[src/common/fast_context_defs.vh]
// Constants for the fast context, return stack and pc latch unit
`ifndef FAST_CONTEXT_DEFS_VH
`define FAST_CONTEXT_DEFS_VH

`define FC_REG_CTRL        8'h00
`define FC_REG_STACK       8'h04
`define FC_REG_IRQ_STATUS  8'h08
`define FC_REG_IRQ_CLEAR   8'h0C
`define FC_REG_IRQ_ENABLE  8'h10
`define FC_REG_PC          8'h14

`define FC_CTRL_STACK_ERROR_RESET_ENABLE_BIT 0
`define FC_CTRL_RESET      1'b1

`define FC_STK_FULL_BIT    0
`define FC_STK_UNDER_BIT   1
`define FC_STK_COUNT_LSB   8

`define FC_EV_FULL         0
`define FC_EV_UNDER        1
`define FC_EV_OVERWRITE    2
`define FC_EV_W            3
`define FC_EV_RESET        3'h0

`define FC_PC_W            21
`define FC_PC_RESET        21'h000000
`define FC_PC_STEP         21'h000002
`define FC_STATUS_W        8
`define FC_BSR_W           4

`endif

[src/rtl/return_stack.v]
// Return address stack with overflow and underflow detection
`timescale 1ns/1ps
`default_nettype none

module return_stack #(
  parameter            AW    = 21,
  parameter            CW    = 5,
  parameter [CW-1:0]   DEPTH = 5'h1F
) (
  input  wire          clk_sys,
  input  wire          clear,
  input  wire          push,
  input  wire          pop,
  input  wire [AW-1:0] push_data,
  output wire [AW-1:0] pop_data,
  output wire [CW-1:0] count,
  output wire          overflow,
  output wire          underflow
);

  reg  [AW-1:0] mem [0:DEPTH-1];
  reg  [CW-1:0] cnt_q;
  wire          empty;
  wire          full;
  wire [CW-1:0] top_idx;

  assign empty     = (cnt_q == {CW{1'b0}});
  assign full      = (cnt_q == DEPTH);
  assign top_idx   = cnt_q - {{(CW-1){1'b0}}, 1'b1};
  assign pop_data  = empty ? {AW{1'b0}} : mem[top_idx];
  assign count     = cnt_q;
  assign overflow  = push & full;
  assign underflow = pop & empty;

  // Push into a full stack is dropped; pop from empty yields zero
  always @(posedge clk_sys) begin
    if (clear) begin
      cnt_q <= {CW{1'b0}};
    end else if (push & ~full) begin
      mem[cnt_q] <= push_data;
      cnt_q      <= cnt_q + {{(CW-1){1'b0}}, 1'b1};
    end else if (pop & ~empty) begin
      cnt_q <= top_idx;
    end
  end

endmodule

`default_nettype wire

[src/rtl/fast_context_unit.v]
// Fast context shadow, return stack errors and pc latch unit
//
// The implementer's own choices: the register addresses and the Wishbone slave port.
`timescale 1ns/1ps
`default_nettype none
`include "fast_context_defs.vh"

// Contract
// [RULE_01] Reset enable set: flag then device reset
// [RULE_02] Reset enable clear: flag only, no reset
// [RULE_03] Flags cleared only by software or power-on
// [RULE_04] One hidden shadow per status, working, bank
// [RULE_05] Every interrupt vector loads all three shadows
// [RULE_06] Fast interrupt return restores all three registers
// [RULE_07] Nested interrupt overwrites the single shadow level
// [RULE_08] Fast call saves context and pushes return
// [RULE_09] Fast return restores context and pops address
// [RULE_10] Software computed jump offset is even
// [RULE_11] Add to pc low byte leaves latches
// [RULE_12] Reading pc low byte refreshes both latches
// [RULE_13] Literal return loads working register, pops address
// [RULE_14] Pc steps by two, bit zero zero
// [RULE_15] Shadows captured in the vector cycle itself
module fast_context_unit #(
  parameter SCW         = 5,
  parameter [SCW-1:0] STACK_DEPTH = 5'h1F
) (
  input  wire                    clk_sys,
  input  wire                    rst,
  input  wire                    soft_rst,
  input  wire                    wb_cyc_i,
  input  wire                    wb_stb_i,
  input  wire                    wb_we_i,
  input  wire [7:0]              wb_adr_i,
  input  wire [3:0]              wb_sel_i,
  input  wire [31:0]             wb_dat_i,
  output reg  [31:0]             wb_dat_o,
  output reg                     wb_ack_o,
  input  wire                    int_vector,
  input  wire [`FC_PC_W-1:0]     int_vector_addr,
  input  wire                    call_op,
  input  wire                    call_fast,
  input  wire [`FC_PC_W-1:0]     call_addr,
  input  wire                    return_op,
  input  wire                    return_fast,
  input  wire                    return_from_interrupt_op,
  input  wire                    return_from_interrupt_fast,
  input  wire                    return_with_literal_op,
  input  wire [7:0]              return_with_literal_literal,
  input  wire                    pc_step,
  input  wire                    pcl_read,
  input  wire                    pcl_add,
  input  wire [7:0]              pcl_add_offset,
  input  wire                    latch_high_we,
  input  wire                    latch_upper_we,
  input  wire [7:0]              latch_wd,
  input  wire                    working_register_we,
  input  wire [7:0]              working_register_wd,
  input  wire                    status_we,
  input  wire [`FC_STATUS_W-1:0] status_wd,
  input  wire                    bsr_we,
  input  wire [`FC_BSR_W-1:0]    bsr_wd,
  output reg  [`FC_PC_W-1:0]     pc_q,
  output reg  [7:0]              pc_high_latch_q,
  output reg  [4:0]              pc_upper_latch_q,
  output reg  [7:0]              working_register_q,
  output reg  [`FC_STATUS_W-1:0] status_q,
  output reg  [`FC_BSR_W-1:0]    bank_select_register_q,
  output reg                     stack_full_flag_q,
  output reg                     stack_underflow_flag_q,
  output reg                     stack_reset_q,
  output reg                     irq_q
);

  reg  [`FC_STATUS_W-1:0] shadow_status_q;
  reg  [7:0]              shadow_working_q;
  reg  [`FC_BSR_W-1:0]    shadow_bank_q;
  reg                     shadow_live_q;
  reg                     stack_error_reset_enable_q;
  reg  [`FC_EV_W-1:0]     irq_status_q;
  reg  [`FC_EV_W-1:0]     irq_enable_q;

  reg  [`FC_PC_W-1:0]     pc_d;
  reg  [`FC_EV_W-1:0]     irq_status_d;
  reg  [31:0]             rd_data;

  wire                    core_clear;
  wire                    wb_req;
  wire                    wb_wr;
  wire                    wb_rd_lo;
  wire                    do_save;
  wire                    do_restore;
  wire                    stk_push;
  wire                    stk_pop;
  wire [`FC_PC_W-1:0]     stk_top;
  wire [SCW-1:0]          stk_count;
  wire                    stk_over;
  wire                    stk_under;
  wire [7:0]              pcl_sum;
  wire [`FC_EV_W-1:0]     ev;
  wire                    full_clr;
  wire                    under_clr;

  // Other reset sources and the stack error reset clear the core state
  assign core_clear = soft_rst | stack_reset_q;

  assign wb_req   = wb_cyc_i & wb_stb_i & ~wb_ack_o;
  assign wb_wr    = wb_cyc_i & wb_stb_i & wb_ack_o & wb_we_i & wb_sel_i[0];
  assign wb_rd_lo = wb_sel_i[0];

  // Any interrupt vector or fast call saves; fast returns restore
  assign do_save    = int_vector | (call_op & call_fast);    // [RULE_05] [RULE_08]
  assign do_restore = (return_from_interrupt_op & return_from_interrupt_fast) |
                      (return_op & return_fast);            // [RULE_06] [RULE_09]

  assign stk_push = int_vector | call_op;
  assign stk_pop  = ~int_vector & ~call_op &
                    (return_op | return_from_interrupt_op | return_with_literal_op);     // [RULE_13]

  return_stack #(
    .AW    (`FC_PC_W),
    .CW    (SCW),
    .DEPTH (STACK_DEPTH)
  ) u_return_stack (
    .clk_sys   (clk_sys),
    .clear     (rst | core_clear),
    .push      (stk_push),
    .pop       (stk_pop),
    .push_data (pc_q),
    .pop_data  (stk_top),
    .count     (stk_count),
    .overflow  (stk_over),
    .underflow (stk_under)
  );

  // Offset from software is even, bit zero is forced clear anyway
  assign pcl_sum = pc_q[7:0] + pcl_add_offset;               // [RULE_10]

  always @* begin
    pc_d = pc_q;
    if (int_vector) begin
      pc_d = int_vector_addr;
    end else if (call_op) begin
      pc_d = call_addr;
    end else if (stk_pop) begin
      pc_d = stk_top;
    end else if (pcl_add) begin
      pc_d = {pc_upper_latch_q, pc_high_latch_q, pcl_sum};
    end else if (pc_step) begin
      pc_d = pc_q + `FC_PC_STEP;                             // [RULE_14]
    end
    pc_d[0] = 1'b0;                                          // [RULE_14]
  end

  always @(posedge clk_sys) begin
    if (rst | core_clear) begin
      pc_q <= `FC_PC_RESET;
    end else begin
      pc_q <= pc_d;
    end
  end

  // Latches follow software writes and pc low byte reads only
  always @(posedge clk_sys) begin
    if (rst | core_clear) begin
      pc_high_latch_q  <= 8'h00;
      pc_upper_latch_q <= 5'h00;
    end else if (pcl_read) begin
      pc_high_latch_q  <= pc_q[15:8];                        // [RULE_12]
      pc_upper_latch_q <= pc_q[20:16];                       // [RULE_12]
    end else begin
      if (latch_high_we) begin
        pc_high_latch_q <= latch_wd;
      end
      if (latch_upper_we) begin
        pc_upper_latch_q <= latch_wd[4:0];
      end
    end
    // No latch update on pcl_add                            // [RULE_11]
  end

  // Context registers; restore and literal load win over core writes
  always @(posedge clk_sys) begin
    if (rst | core_clear) begin
      working_register_q     <= 8'h00;
      status_q               <= {`FC_STATUS_W{1'b0}};
      bank_select_register_q <= {`FC_BSR_W{1'b0}};
    end else if (do_restore) begin
      working_register_q     <= shadow_working_q;           // [RULE_06]
      status_q               <= shadow_status_q;            // [RULE_09]
      bank_select_register_q <= shadow_bank_q;              // [RULE_06]
    end else begin
      if (return_with_literal_op) begin
        working_register_q <= return_with_literal_literal;                 // [RULE_13]
      end else if (working_register_we) begin
        working_register_q <= working_register_wd;
      end
      if (status_we) begin
        status_q <= status_wd;
      end
      if (bsr_we) begin
        bank_select_register_q <= bsr_wd;
      end
    end
  end

  // Hidden shadow level, loaded from the values held in the vector or fast call cycle
  always @(posedge clk_sys) begin
    if (rst | core_clear) begin
      shadow_status_q  <= {`FC_STATUS_W{1'b0}};
      shadow_working_q <= 8'h00;
      shadow_bank_q    <= {`FC_BSR_W{1'b0}};
      shadow_live_q    <= 1'b0;
    end else if (do_save) begin
      shadow_status_q  <= status_q;                          // [RULE_04] [RULE_15]
      shadow_working_q <= working_register_q;                // [RULE_15]
      shadow_bank_q    <= bank_select_register_q;            // [RULE_07]
      shadow_live_q    <= int_vector;
    end else if (do_restore) begin
      shadow_live_q <= 1'b0;
    end
  end

  // Events; a nested vector over live context flags the overwrite
  assign ev[`FC_EV_FULL]      = stk_over;
  assign ev[`FC_EV_UNDER]     = stk_under;
  assign ev[`FC_EV_OVERWRITE] = int_vector & shadow_live_q;  // [RULE_07]

  assign full_clr  = wb_wr & (wb_adr_i == `FC_REG_STACK) &
                     wb_dat_i[`FC_STK_FULL_BIT];
  assign under_clr = wb_wr & (wb_adr_i == `FC_REG_STACK) &
                     wb_dat_i[`FC_STK_UNDER_BIT];

  // Flags survive soft and stack error resets; set wins over clear
  always @(posedge clk_sys) begin
    if (rst) begin
      stack_full_flag_q      <= 1'b0;
      stack_underflow_flag_q <= 1'b0;
    end else begin
      if (stk_over) begin
        stack_full_flag_q <= 1'b1;                           // [RULE_01] [RULE_02]
      end else if (full_clr) begin
        stack_full_flag_q <= 1'b0;                           // [RULE_03]
      end
      if (stk_under) begin
        stack_underflow_flag_q <= 1'b1;                      // [RULE_02]
      end else if (under_clr) begin
        stack_underflow_flag_q <= 1'b0;                      // [RULE_03]
      end
    end
  end

  // Reset request rises on the same edge that sets the flag
  always @(posedge clk_sys) begin
    if (rst) begin
      stack_reset_q <= 1'b0;
    end else begin
      stack_reset_q <= stack_error_reset_enable_q &
                       (stk_over | stk_under);               // [RULE_01] [RULE_02]
    end
  end

  always @* begin
    irq_status_d = irq_status_q;
    if (wb_wr & (wb_adr_i == `FC_REG_IRQ_CLEAR)) begin
      irq_status_d = irq_status_q & ~wb_dat_i[`FC_EV_W-1:0];
    end
    irq_status_d = irq_status_d | ev;
  end

  always @(posedge clk_sys) begin
    if (rst) begin
      stack_error_reset_enable_q <= `FC_CTRL_RESET;
      irq_status_q               <= `FC_EV_RESET;
      irq_enable_q               <= `FC_EV_RESET;
      irq_q                      <= 1'b0;
    end else begin
      irq_status_q <= irq_status_d;
      irq_q        <= |(irq_status_d & irq_enable_q);
      if (wb_wr & (wb_adr_i == `FC_REG_CTRL)) begin
        stack_error_reset_enable_q <= wb_dat_i[`FC_CTRL_STACK_ERROR_RESET_ENABLE_BIT];
      end
      if (wb_wr & (wb_adr_i == `FC_REG_IRQ_ENABLE)) begin
        irq_enable_q <= wb_dat_i[`FC_EV_W-1:0];
      end
    end
  end

  always @* begin
    rd_data = 32'h00000000;
    case (wb_adr_i)
      `FC_REG_CTRL: begin
        rd_data[`FC_CTRL_STACK_ERROR_RESET_ENABLE_BIT] = stack_error_reset_enable_q;
      end
      `FC_REG_STACK: begin
        rd_data[`FC_STK_FULL_BIT]  = stack_full_flag_q;
        rd_data[`FC_STK_UNDER_BIT] = stack_underflow_flag_q;
        rd_data[`FC_STK_COUNT_LSB +: SCW] = stk_count;
      end
      `FC_REG_IRQ_STATUS: begin
        rd_data[`FC_EV_W-1:0] = irq_status_q;
      end
      `FC_REG_IRQ_ENABLE: begin
        rd_data[`FC_EV_W-1:0] = irq_enable_q;
      end
      `FC_REG_PC: begin
        rd_data[`FC_PC_W-1:0] = pc_q;
      end
      default: begin
        rd_data = 32'h00000000;
      end
    endcase
  end

  // One wait state slave; ack for every cycle, unmapped reads zero
  always @(posedge clk_sys) begin
    if (rst) begin
      wb_ack_o <= 1'b0;
      wb_dat_o <= 32'h00000000;
    end else begin
      wb_ack_o <= wb_req;
      if (wb_req & ~wb_we_i) begin
        wb_dat_o <= wb_rd_lo ? rd_data : 32'h00000000;
      end
    end
  end

endmodule

`default_nettype wire

[config.mk]
export PLATFORM = sky130hd
export DESIGN_NAME = fast_context_unit
export DESIGN_NICKNAME = d
export VERILOG_FILES = /design/src/rtl/return_stack.v /design/src/rtl/fast_context_unit.v
export VERILOG_INCLUDE_DIRS = /design/src /design/src/common
export SDC_FILE = /design/constraint.sdc
export NUM_CORES = 1
export LEC_CHECK = 0
export BUFFER_PORTS_ARGS = -buffer_cell sky130_fd_sc_hd__buf_2
export CORE_MARGIN = 5
export CORE_UTILIZATION = 49
export DETAILED_ROUTE_END_ITERATION = 12
export PLACE_DENSITY = 0.67
export RECOVER_POWER = 50
export SLEW_MARGIN = 10
export SYNTH_ARGS = -nofsm -noshare
export SYNTH_HDL_FRONTEND = slang
export SYNTH_SLANG_ARGS = --single-unit
[constraint.sdc]
create_clock -name clk_sys -period 4.2 [get_ports clk_sys]
set_clock_uncertainty 0.05 [all_clocks]
set_input_delay 0 -clock clk_sys [delete_from_list [all_inputs] [get_ports clk_sys]]
set_output_delay 0 -clock clk_sys [all_outputs]
set_load 0.03 [all_outputs]
# --- Word-level counts from Yosys, hierarchy flattened ---
# Memories as Yosys holds them, arrays and structs flattened.
# Index checks and enable logic that the tools add are counted.
op_classes:
  add_sub_neg: 4
  eq_ne: 6
  mux: 36
  bitwise: 41
  reduce_logical: 13
op_table:
  columns: ["cell", "count"]
  rows:
  - ["21-bit 2-to-1 mux", 7]
  - ["8-bit 2-to-1 mux", 8]
  - ["5-bit 2-to-1 mux", 5]
  - ["1-bit bitwise AND", 23]
  - ["21-bit by 2-bit adder with 21-bit output, second input constant", 1]
  - ["8-bit by 4-bit == test with 1-bit output, second input constant", 2]
  - ["8-bit by 5-bit == test with 1-bit output, second input constant", 2]
  - ["2-bit nonzero test", 8]
  - ["5-bit case mux with 2 select lines", 1]
  - ["1-bit 2-to-1 mux", 9]
  - ["8-bit adder", 1]
  - ["8-bit by 3-bit == test with 1-bit output, second input constant", 1]
  - ["8-bit logical NOT", 1]
  - ["4-bit 2-to-1 mux", 2]
  - ["1-bit OR", 8]
  - ["3-bit bitwise AND", 2]
  - ["1-bit inverter", 6]
  - ["5-bit by 1-bit adder with 5-bit output, second input constant", 1]
  - ["5-bit == test, second input constant", 1]
  - ["5-bit logical NOT", 1]
  - ["1-bit case mux with 5 select lines", 1]
  - ["5-bit nonzero test", 1]
  - ["5-bit by 1-bit subtractor with 5-bit output, second input constant", 1]
  - ["1-bit case mux with 4 select lines", 1]
  - ["other kinds (6)", 6]
totals:
  register_bits: 124
  mem_bits_rw: 651
  input_bits: 152
  n_memories: 1
memory_table:
  columns: ["memory", "words", "word_bits", "read_ports", "rd_ports_with_merged_regs", "wr", "line", "rtl"]
  rows:
  - ["u_return_stack.mem", 31, 21, 1, 0, 1, "return_stack.v:21", "reg [AW-1:0] mem [0:DEPTH-1];"]

# --- Longest topological paths before layout ---
# Gate-level depths: netlist of run 1.
logic_depth:
  ltp_word: 9
  ltp_mapped: 17
  depth_no_buf: 10

# --- Hierarchy ---
# Synthesis of run 1 repeated with hierarchy kept, for this count alone.
hier_totals:
  cells_unflattened: 1988
  area_unflattened_um2: 31316.3
by_module_without_submodules:
  columns: ["mod", "n_inst", "cells_per_inst", "area_each_um2"]
  rows:
  - ["return_stack", 1, 1245, 25426.9]
  - ["fast_context_unit", 1, 743, 5889.4]

# --- Worst setup path before layout of run 1 ---
# No wires, ideal clock.
synth_timing:
  kind: "reg-to-reg"
  startpoint: "register u_return_stack.cnt_q[0], in the netlist u_return_stack.count[0]"
  endpoint: "register pc_q[5]"
  setup_ps: 130
  t_arrival_ps: 3499
  t_required_ps: 4020
  path_slack_ps: 521
  stages_incl_launch_ff: 16
  path_buffers: 8
  period_less_slack_ps: 3679
  cell_sequence: "dfxtp_1 > buf_4 > buf_6 > buf_4 > buf_2 > buf_4 > inv_1 > ha_1 > buf_2 > buf_2 > buf_1 > mux4_2 > mux2i_1 > a21oi_1 > a2111oi_0 > a21oi_1"
synth_between:
  elab_chain_len: 6
  elab_cells_between_ends: 7
  classes_between: "add/sub: 1; mux: 4; reduce/logical: 1; memory: 1"
synth_rtl:
  columns: ["item", "line", "rtl"]
  rows:
  - ["from (decl)", "return_stack.v:22", "reg [CW-1:0] cnt_q;"]
  - ["from (signal assigned)", "return_stack.v:38", "cnt_q <= {CW{1'b0}};"]
  - ["from (signal assigned)", "return_stack.v:41", "cnt_q <= cnt_q + {{(CW-1){1'b0}}, 1'b1};"]
  - ["from (signal assigned)", "return_stack.v:43", "cnt_q <= top_idx;"]
  - ["5-bit by 1-bit subtractor with 5-bit output", "return_stack.v:29", "assign top_idx = cnt_q - {{(CW-1){1'b0}}, 1'b1};"]
  - ["memory 31 x 21 bit", null, null]
  - ["21-bit 2-to-1 mux *", "return_stack.v:30", "assign pop_data = empty ? {AW{1'b0}} : mem[top_idx];"]
  - ["21-bit 2-to-1 mux *", "fast_context_unit.v:145", "end else if (stk_pop) begin"]
  - ["21-bit 2-to-1 mux *", "fast_context_unit.v:143", "end else if (call_op) begin"]
  - ["21-bit 2-to-1 mux *", "fast_context_unit.v:141", "if (int_vector) begin"]
  - ["to (signal assigned)", "fast_context_unit.v:157", "pc_q <= `FC_PC_RESET;"]
  - ["to (signal assigned)", "fast_context_unit.v:159", "pc_q <= pc_d;"]
  - ["to (decl)", "fast_context_unit.v:63", "output reg [`FC_PC_W-1:0] pc_q,"]
# Mark *: on every way between the ends. The rest lies on a longest branch, timed or not.
# A chain may end at the register's enable or synchronous reset.

# --- Worst setup path after layout of run 1 ---
layout_timing:
  startpoint: "register pc_q[16]"
  endpoint: "register pc_q[16]"
layout_between:
  elab_chain_len: 6
layout_rtl:
  columns: ["item", "line", "rtl"]
  rows:
  - ["21-bit by 2-bit adder with 21-bit output (no line)", null, null]
  - ["21-bit 2-to-1 mux", "fast_context_unit.v:149", "end else if (pc_step) begin"]
  - ["21-bit 2-to-1 mux", "fast_context_unit.v:147", "end else if (pcl_add) begin"]
  - ["21-bit 2-to-1 mux", "fast_context_unit.v:145", null]
  - ["21-bit 2-to-1 mux", "fast_context_unit.v:143", null]
  - ["21-bit 2-to-1 mux", "fast_context_unit.v:141", null]
# No other way between the ends. The select of a mux whose other input is x is not followed.

==> results of run 1 <==
## cell type report
class	count	area [sq um]	share of cell area [%]
timing repair buffer	457	3370	9.26
multi-input combinational	1006	8540	23.5
inverter	29	109	0.299
tap	782	978	2.69
clock inverter	32	423	1.16
sequential	732	20900	57.4
clock buffer	99	2060	5.66
antenna	2	5.00	0.0138
## path summary, 6_finish.rpt
kind,startpoint,to,slack [ps],cells past startpoint
worst max register to register,pc_q[16],pc_q[16],380,7
worst max-delay path,pc_q[16],pc_q[16],380,7
worst min-delay path,pcl_add_offset[1],pc_q[1],60,6
worst min register to register,shadow_working_q[1],shadow_working_q[1],400,2
## state kept, by name, indices dropped and copies added (netlist names), 3 cells and up
name	flops
u_return_stack.mem	620
wb_dat_o	21
bank_select_register_q	4
status_q	8
pc_q	20
shadow_working_q	8
irq_enable_q	3
pc_upper_latch_q	5
irq_status_q	3
u_return_stack.count	5
shadow_bank_q	4
working_register_q	8
pc_high_latch_q	8
shadow_status_q	8
## timing repair
action | CTS | global route
hold endpoints to repair | 92 | 0
hold buffers | 168 | 0
gates resized for setup | 0 | 0
## metal layers
layer,vias up,part of all wire (%),track usage [%],routed length [um]
li1,8228,-,-,-
met1,9506,39,32.2,31700
met2,1042,47,38.8,38100
met3,175,9.8,5.45,7940
met4,0,4.2,9.83,3400
met5,-,0,0,0
## power breakdown
group	switching, mW	internal [mW]
combinational	0.820	0.564
clock	2.68	4.06
sequential	0.0561	7.92
total	3.56	12.5
## cell usage in the layout (no fill, tap or decap), types with 9 or more instances in the layout
master and n:
sky130_fd_sc_hd__edfxtp_1 620, sky130_fd_sc_hd__dlygate4sd3_1 168, sky130_fd_sc_hd__mux4_2 142, sky130_fd_sc_hd__nand2_1 140
sky130_fd_sc_hd__nor2_1 126, sky130_fd_sc_hd__buf_2 126, sky130_fd_sc_hd__a21oi_1 111, sky130_fd_sc_hd__dfxtp_1 111
sky130_fd_sc_hd__clkbuf_1 97, sky130_fd_sc_hd__mux2i_1 92, sky130_fd_sc_hd__a211oi_1 80, sky130_fd_sc_hd__clkbuf_16 76
sky130_fd_sc_hd__buf_4 70, sky130_fd_sc_hd__o21ai_0 38, sky130_fd_sc_hd__nor2_2 31, sky130_fd_sc_hd__nand3_1 29
sky130_fd_sc_hd__inv_1 28, sky130_fd_sc_hd__a221oi_1 25, sky130_fd_sc_hd__a22oi_1 16, sky130_fd_sc_hd__nor3_1 14
sky130_fd_sc_hd__xnor2_1 13, sky130_fd_sc_hd__ha_1 12, sky130_fd_sc_hd__conb_1 12, sky130_fd_sc_hd__xor2_1 11
sky130_fd_sc_hd__buf_12 11, sky130_fd_sc_hd__bufinv_16 10, sky130_fd_sc_hd__and2_1 9, sky130_fd_sc_hd__clkinv_2 9
## cell families (layout without fill, tap and decap cells)
logic type	after synthesis	after routing	synth area share (%)
DFF	732	732	69.6
and+or+nand+nor	389	389	5.51
AOI/OAI and AO/OA	327	327	7.17
muxes	237	237	13.8
buffers and inverters	169	617	2.51
xor gates and xnor gates	27	27	0.788
adders and majority gates	14	14	0.609
other	1	14	0.0125
## cells in the mapped netlist, types with 7 or more instances
cell and number:
sky130_fd_sc_hd__clkbuf_1 75, sky130_fd_sc_hd__o21ai_0 38, sky130_fd_sc_hd__buf_2 29, sky130_fd_sc_hd__ha_1 13
sky130_fd_sc_hd__or3_1 7, sky130_fd_sc_hd__xnor2_1 15, sky130_fd_sc_hd__a211oi_1 80, sky130_fd_sc_hd__o22ai_1 8
sky130_fd_sc_hd__buf_4 20, sky130_fd_sc_hd__a22oi_1 17, sky130_fd_sc_hd__nor3_1 15, sky130_fd_sc_hd__buf_1 15
sky130_fd_sc_hd__a311oi_1 8, sky130_fd_sc_hd__nand3_1 29, sky130_fd_sc_hd__and2_1 9, sky130_fd_sc_hd__a221oi_1 25
sky130_fd_sc_hd__a21oi_1 111, sky130_fd_sc_hd__nor2_1 157, sky130_fd_sc_hd__mux2i_1 92, sky130_fd_sc_hd__dfxtp_1 112
sky130_fd_sc_hd__inv_1 28, sky130_fd_sc_hd__xor2_1 12, sky130_fd_sc_hd__edfxtp_1 620, sky130_fd_sc_hd__nand2_1 140
sky130_fd_sc_hd__mux4_2 142
## worst max-delay path, stage by stage, from the launching register on
cell and delay (ps):
sky130_fd_sc_hd__dfxtp_1 310, sky130_fd_sc_hd__clkbuf_1 1370, sky130_fd_sc_hd__nor2_1 120, sky130_fd_sc_hd__a221oi_1 360
sky130_fd_sc_hd__a21oi_1 100, sky130_fd_sc_hd__dlygate4sd3_1 610, sky130_fd_sc_hd__a311oi_1 240, sky130_fd_sc_hd__dlygate4sd3_1 610
==> impl_metrics.csv, run 1 <==
group,metric,value,unit
status,outcome,"finished with violations",
status,violations,"capacitance limit, slew limit",
sta,fin_crit,3820,ps
route,via_count,19000,
clock_tree,clock_latency,600,ps
power,p_total,16.1,mW
critical_path,worst-endpoint-arrival,4320,ps
clock_tree,cts_tree,"built",
layout,flow.area_growth_from_synthesis,21.2,%
placed_design,port_buffers,195,
clock_tree,cts_post_setup_buffers_inserted,0,
floorplanning,core_region_area,0.0605,sq mm
route,initialDrtViolationCount,2249,
logic_synthesis,ys_async_sr_fraction,0,%
logic_synthesis,synthesis.instances,1896,
min_path,hold_path.class,"input port to flip-flop",
placed_design,globalplace.congestion,0.892,
sta,fmax,261,MHz
route,route.antenna.remaining_nets,0,
clock_tree,ctsHtreeMaxLevel,3,
layout,final_net_count,2464,
floorplanning,initial_utilization,49.6,%
layout,fillcell_total,4423,
route,detail_route.vias_per_cell,6.04,
logic_synthesis,synth_sequential_area_ratio,69.6,%
logic_synthesis,yosysTopAreaCellShare,62.1,%
clock_tree,cts_sinks,732,
placed_design,placement.setup.worst_slack,949,ps
clock_tree,clk_pin_slew_worst_paths,60,ps
logic_synthesis,yosys.area.top_type,"sky130_fd_sc_hd__edfxtp_1",
sta,period_share,91.1,%
logic_synthesis,synthTopCellsByArea,"sky130_fd_sc_hd__edfxtp_1, sky130_fd_sc_hd__mux4_2, sky130_fd_sc_hd__dfxtp_1",
logic_synthesis,number_of_enable_type_register_cells_in_the_synthesized_netlist,620,
sta,setup_viol_count_final,0,
floorplanning,die_y,257,um
clock_tree,cts.path.max_buffers,3,
critical_path,timing.critical_path.to_type,"flip-flop",
placed_design,detailedPlacementHpwl,46400,um
power,power_density,443,mW/mm^2
logic_synthesis,post_synthesis_cell_area,0.0300,sq mm
logic_synthesis,postSynthAreaPerCell,15.8,sq um
grt,vias_in_the_first_global_route,19300,
clock_tree,cts-buffers-inserted,72,
sta,final-hold-violation-count,0,
critical_path,worstPathRequired,4690,ps
placed_design,placed_cell_area,0.0323,sq mm
floorplanning,rows,90,
floorplanning,die-area,0.0663,sq mm
critical_path,timing.setup.critical_path_class,"flip-flop to flip-flop",
logic_synthesis,dominantRegCellSynth,"sky130_fd_sc_hd__edfxtp_1",
logic_synthesis,yosysWarningCount,0,
sta,max_slew.worst_pin.slew,2320,ps
critical_path,nature_of_the_critical_path_startpoint,"flip-flop",
sta,grt_setup_unrepaired,"no",
route,avgRoutedWirePerCell,25.9,um
floorplanning,top_level_ports,243,
power,irDropWorstVdd,267,uV
sta,finalHoldWorstSlack,63.7,ps
logic_synthesis,synth.ff_latch_count,732,
clock_tree,clockRootBuffer,"sky130_fd_sc_hd__clkbuf_16",
sta,slew_headroom,-54.5,%
floorplanning,dieWidth,257,um
route,drc,0,
route,postRouteWirelength,81200,um
power,leakage,12.5,nW
sta,final_critical_path_setup_slack,375,ps
grt,globalRouteOverflowTotal,0,
route,first_pass_iters,6,
grt,global_route.usage.total,24.1,%
sta,max_slew_vio_count,654,
placed_design,dpl.cell_count,2838,
layout,final_core_utilization,60.1,%
layout,layout.cell_area.non_filler,0.0363,sq mm
critical_path,crit_path_max_fanout,39,
sta,fin_setup_tns,0,ps
grt,grt_antenna_before_repair,3,
layout,post_route_cells_drive_above_1_share,21.4,%
grt,grt_start_max_net_pins,96,
job,cap_violations,17,
logic_synthesis,yosysUniqueCellTypes,56,
grt,grt_pass1_wl,121000,um
layout,instances_no_fill,3139,
No activity file was read; power rests on OpenSTA's default activity.
==> run 2, diff against run 1 <==
CELL_PAD_IN_SITES_DETAIL_PLACEMENT = 1   (was not set)
CELL_PAD_IN_SITES_GLOBAL_PLACEMENT = 2   (was not set)
CORE_UTILIZATION = 44   (was 49)
PLACE_DENSITY = not set   (was 0.67)
PLACE_DENSITY_LB_ADDON = 0.1   (was not set)
==> run 2 against run 1 <==
The flow still finishes with violations (capacitance limit, slew limit). Wire length rose by 13%. Flip-flop and latch count did not move. Core utilization fell by 6.1 points. Largest cell class unchanged. Largest power group unchanged. Highest routed layer unchanged.
==> impl_metrics.csv, run 2 (synthesis results as in run 1) <==
group,metric,value,unit
status,outcome,"finished with violations",
status,violations,"capacitance limit, slew limit",
min_path,hold_path.startpoint,"int_vector",
sta,period_share,94.7,%
power,power.share.switching,23.6,%
route,initialDrtViolationCount,1637,
critical_path,slowest_delay,1500,ps
placed_design,globalplace.congestion,0.784,
sta,slew_headroom,-62.4,%
sta,setup_viol_count_final,0,
clock_tree,clockRootBuffer,"sky130_fd_sc_hd__clkbuf_16",
layout,register_with_the_most_flip_flops,"u_return_stack.mem",
critical_path,reg2reg_depth,7,
layout,most_frequent_cells_in_the_layout,"sky130_fd_sc_hd__edfxtp_1, sky130_fd_sc_hd__dlygate4sd3_1, sky130_fd_sc_hd__mux4_2, sky130_fd_sc_hd__nand2_1, sky130_fd_sc_hd__nor2_1",
sta,grt_setup_unrepaired,"no",
floorplanning,die_y,271,um
critical_path,timing.reg2reg.setup_slack,220,ps
route,drc,0,
route,avgRoutedWirePerCell,28.3,um
critical_path,nature_of_the_critical_path_startpoint,"flip-flop",
placed_design,detailedPlacementHpwl,54300,um
power,power.combinational.fraction,8.7,%
floorplanning,dieWidth,271,um
grt,globalRouteOverflowTotal,0,
clock_tree,ctsHtreeMaxLevel,3,
sta,fin_setup_tns,0,ps
critical_path,timing.setup.critical_path_class,"flip-flop to flip-flop",
sta,max_slew.worst_pin.slew,2440,ps
route,postRouteWirelength,91400,um
placed_design,placement.setup.worst_slack,93.6,ps
min_path,hold_path.class,"input port to flip-flop",
layout,final_net_count,2468,
grt,global_route.usage.total,24.5,%
min_path,endpoint_with_the_worst_hold_slack,"irq_status_q[2]",
route,route.antenna.remaining_nets,0,
sta,fin_crit,3980,ps
layout,post_route_cells_drive_above_1_share,21.1,%
critical_path,worst-endpoint-arrival,4500,ps
floorplanning,initial_utilization,44.5,%
placed_design,port_buffers,195,
power,intPower,12.4,mW
clock_tree,clk_pin_slew_worst_paths,60,ps
layout,final_common_cell,"sky130_fd_sc_hd__edfxtp_1",
clock_tree,clock_latency,650,ps
layout,biggestRegsByFlops,"u_return_stack.mem: 620 flops, wb_dat_o: 21 flops, pc_q: 20 flops",
clock_tree,cts_resized,0,
sta,final_critical_path_setup_slack,223,ps
clock_tree,cts-buffers-inserted,80,
route,via_count,18900,
power,sw_power,3.81,mW
grt,grt_antenna_before_repair,5,
clock_tree,cts_sinks,732,
critical_path,timing.critical_path.to_type,"flip-flop",
critical_path,critical_path.most_common_cell,"sky130_fd_sc_hd__dlygate4sd3_1",
floorplanning,rows,95,
critical_path,path_cells,"clkbuf_1 -> nor2_1 -> a221oi_1 -> a21oi_1 -> dlygate4sd3_1 -> a311oi_1 -> dlygate4sd3_1",
critical_path,critical_path.reg2reg.endpoint,"pc_q[15]",
critical_path,worstPathRequired,4730,ps
route,detail_route.vias_per_cell,5.85,
grt,grt_pass1_wl,134000,um
min_path,worstHoldPathCells,3,
grt,vias_in_the_first_global_route,20000,
job,cap_violations,16,
power,irDropWorstVdd,360,uV
layout,flow.area_growth_from_synthesis,21.4,%
grt,grt_start_max_net_pins,53,
critical_path,crit_path_max_fanout,39,
critical_path,launch_point_of_the_worst_reg_to_reg_path,"pc_q[15]",
power,clock_power_share,42.0,%
sta,max_slew_vio_count,587,
power,seq_power_share,49.3,%
sta,fmax,251,MHz
floorplanning,top_level_ports,243,
power,power_density,444,mW/mm^2
clock_tree,cts.path.max_buffers,3,
floorplanning,core_region_area,0.0674,sq mm
floorplanning,die-area,0.0735,sq mm
route,first_pass_iters,5,
clock_tree,cts_tree,"built",
power,leakage,12.4,nW
critical_path,crit_slowest_cell,"sky130_fd_sc_hd__clkbuf_1",
sta,final-hold-violation-count,0,
layout,largest_reg_flops,620,
## run 2: cell count changes in the layout (fill, tap and decap cells not counted), sizes merged
cell | before | now
clkbuf | 181 | 188
diode | 2 | 4
dlygate4sd3 | 168 | 162
bufinv | 10 | 5
clkinvlp | 3 | 4
buf | 207 | 197
clkinv | 17 | 33
## run 2: timing repair
item / 4_1_cts / 5_1_grt
buffers inserted: 0 / 1
setup endpoints to repair: 0 / 1
endpoints found under the hold margin: 108 / 0
hold buffers: 162 / 0
## run 2: per-layer routing
metal | share of wire [%] | wire (um) | track usage [%]
met5 | 0 | 0 | 0
met4 | 2.9 | 2660 | 7.53
met3 | 6.1 | 5550 | 4.51
met2 | 48 | 43600 | 39.6
met1 | 43 | 39600 | 34.2
## run 2: worst max-delay path: cells and delay by family, from the launching register on
family	cells	cell delay (ps)
AOI/OAI and AO/OA	3	710
buffers and inverters	3	2710
DFF	1	320
and+or+nand+nor	1	130
## run 2: cell type report
| type | count | area (sq um) |
|---|---|---|
| clock buffer | 94 | 2090 |
| sequential | 732 | 20900 |
| multi-input combinational | 1006 | 8550 |
| tap | 873 | 1090 |
| clock inverter | 44 | 432 |
| fill | 6408 | 31000 |
| inverter | 29 | 109 |
| timing repair buffer | 453 | 3280 |
| antenna | 4 | 10.0 |
## run 2: through the flow
step | utilization (%) | hold WS [ps] | instance area [sq um] | instances | power [mW]
finish | 54.0 | 25.7 | 36400 | 3235 | 16.2
floorplan | - | 97.5 | 30000 | 1907 | 8.91
global route | 54.0 | 37.4 | 36400 | 3235 | 16.8
detailed placement | 48.1 | 246 | 32400 | 2929 | 9.40
CTS | 54.2 | 6.19 | 36600 | 3229 | 16.3
global placement | 48.1 | 231 | 32400 | 2929 | 9.37
## run 2: power groups by stage
stage | Sequential, mW | Clock [mW] | Combinational, mW
after floorplan | 8.19 | 0 | 0.718
after global placement | 8.11 | 0 | 1.26
after detailed placement | 8.11 | 0 | 1.29
after CTS | 7.96 | 6.93 | 1.42
after global routing | 7.97 | 7.28 | 1.50
final | 7.97 | 6.78 | 1.41
## run 2: how the worst max path moves through the flow
stage	start	slack (ps)	end	depth (start not counted)
2_1_floorplan	u_return_stack.count[0]	520	pc_q[5]	15
3_3_place_gp	u_return_stack.count[1]	310	pc_q[5]	8
3_5_place_dp	u_return_stack.count[1]	90	pc_q[5]	8
4_1_cts	u_return_stack.count[1]	40	pc_q[5]	8
5_1_grt	pc_q[15]	90	pc_q[15]	7
6_report	pc_q[15]	220	pc_q[15]	7
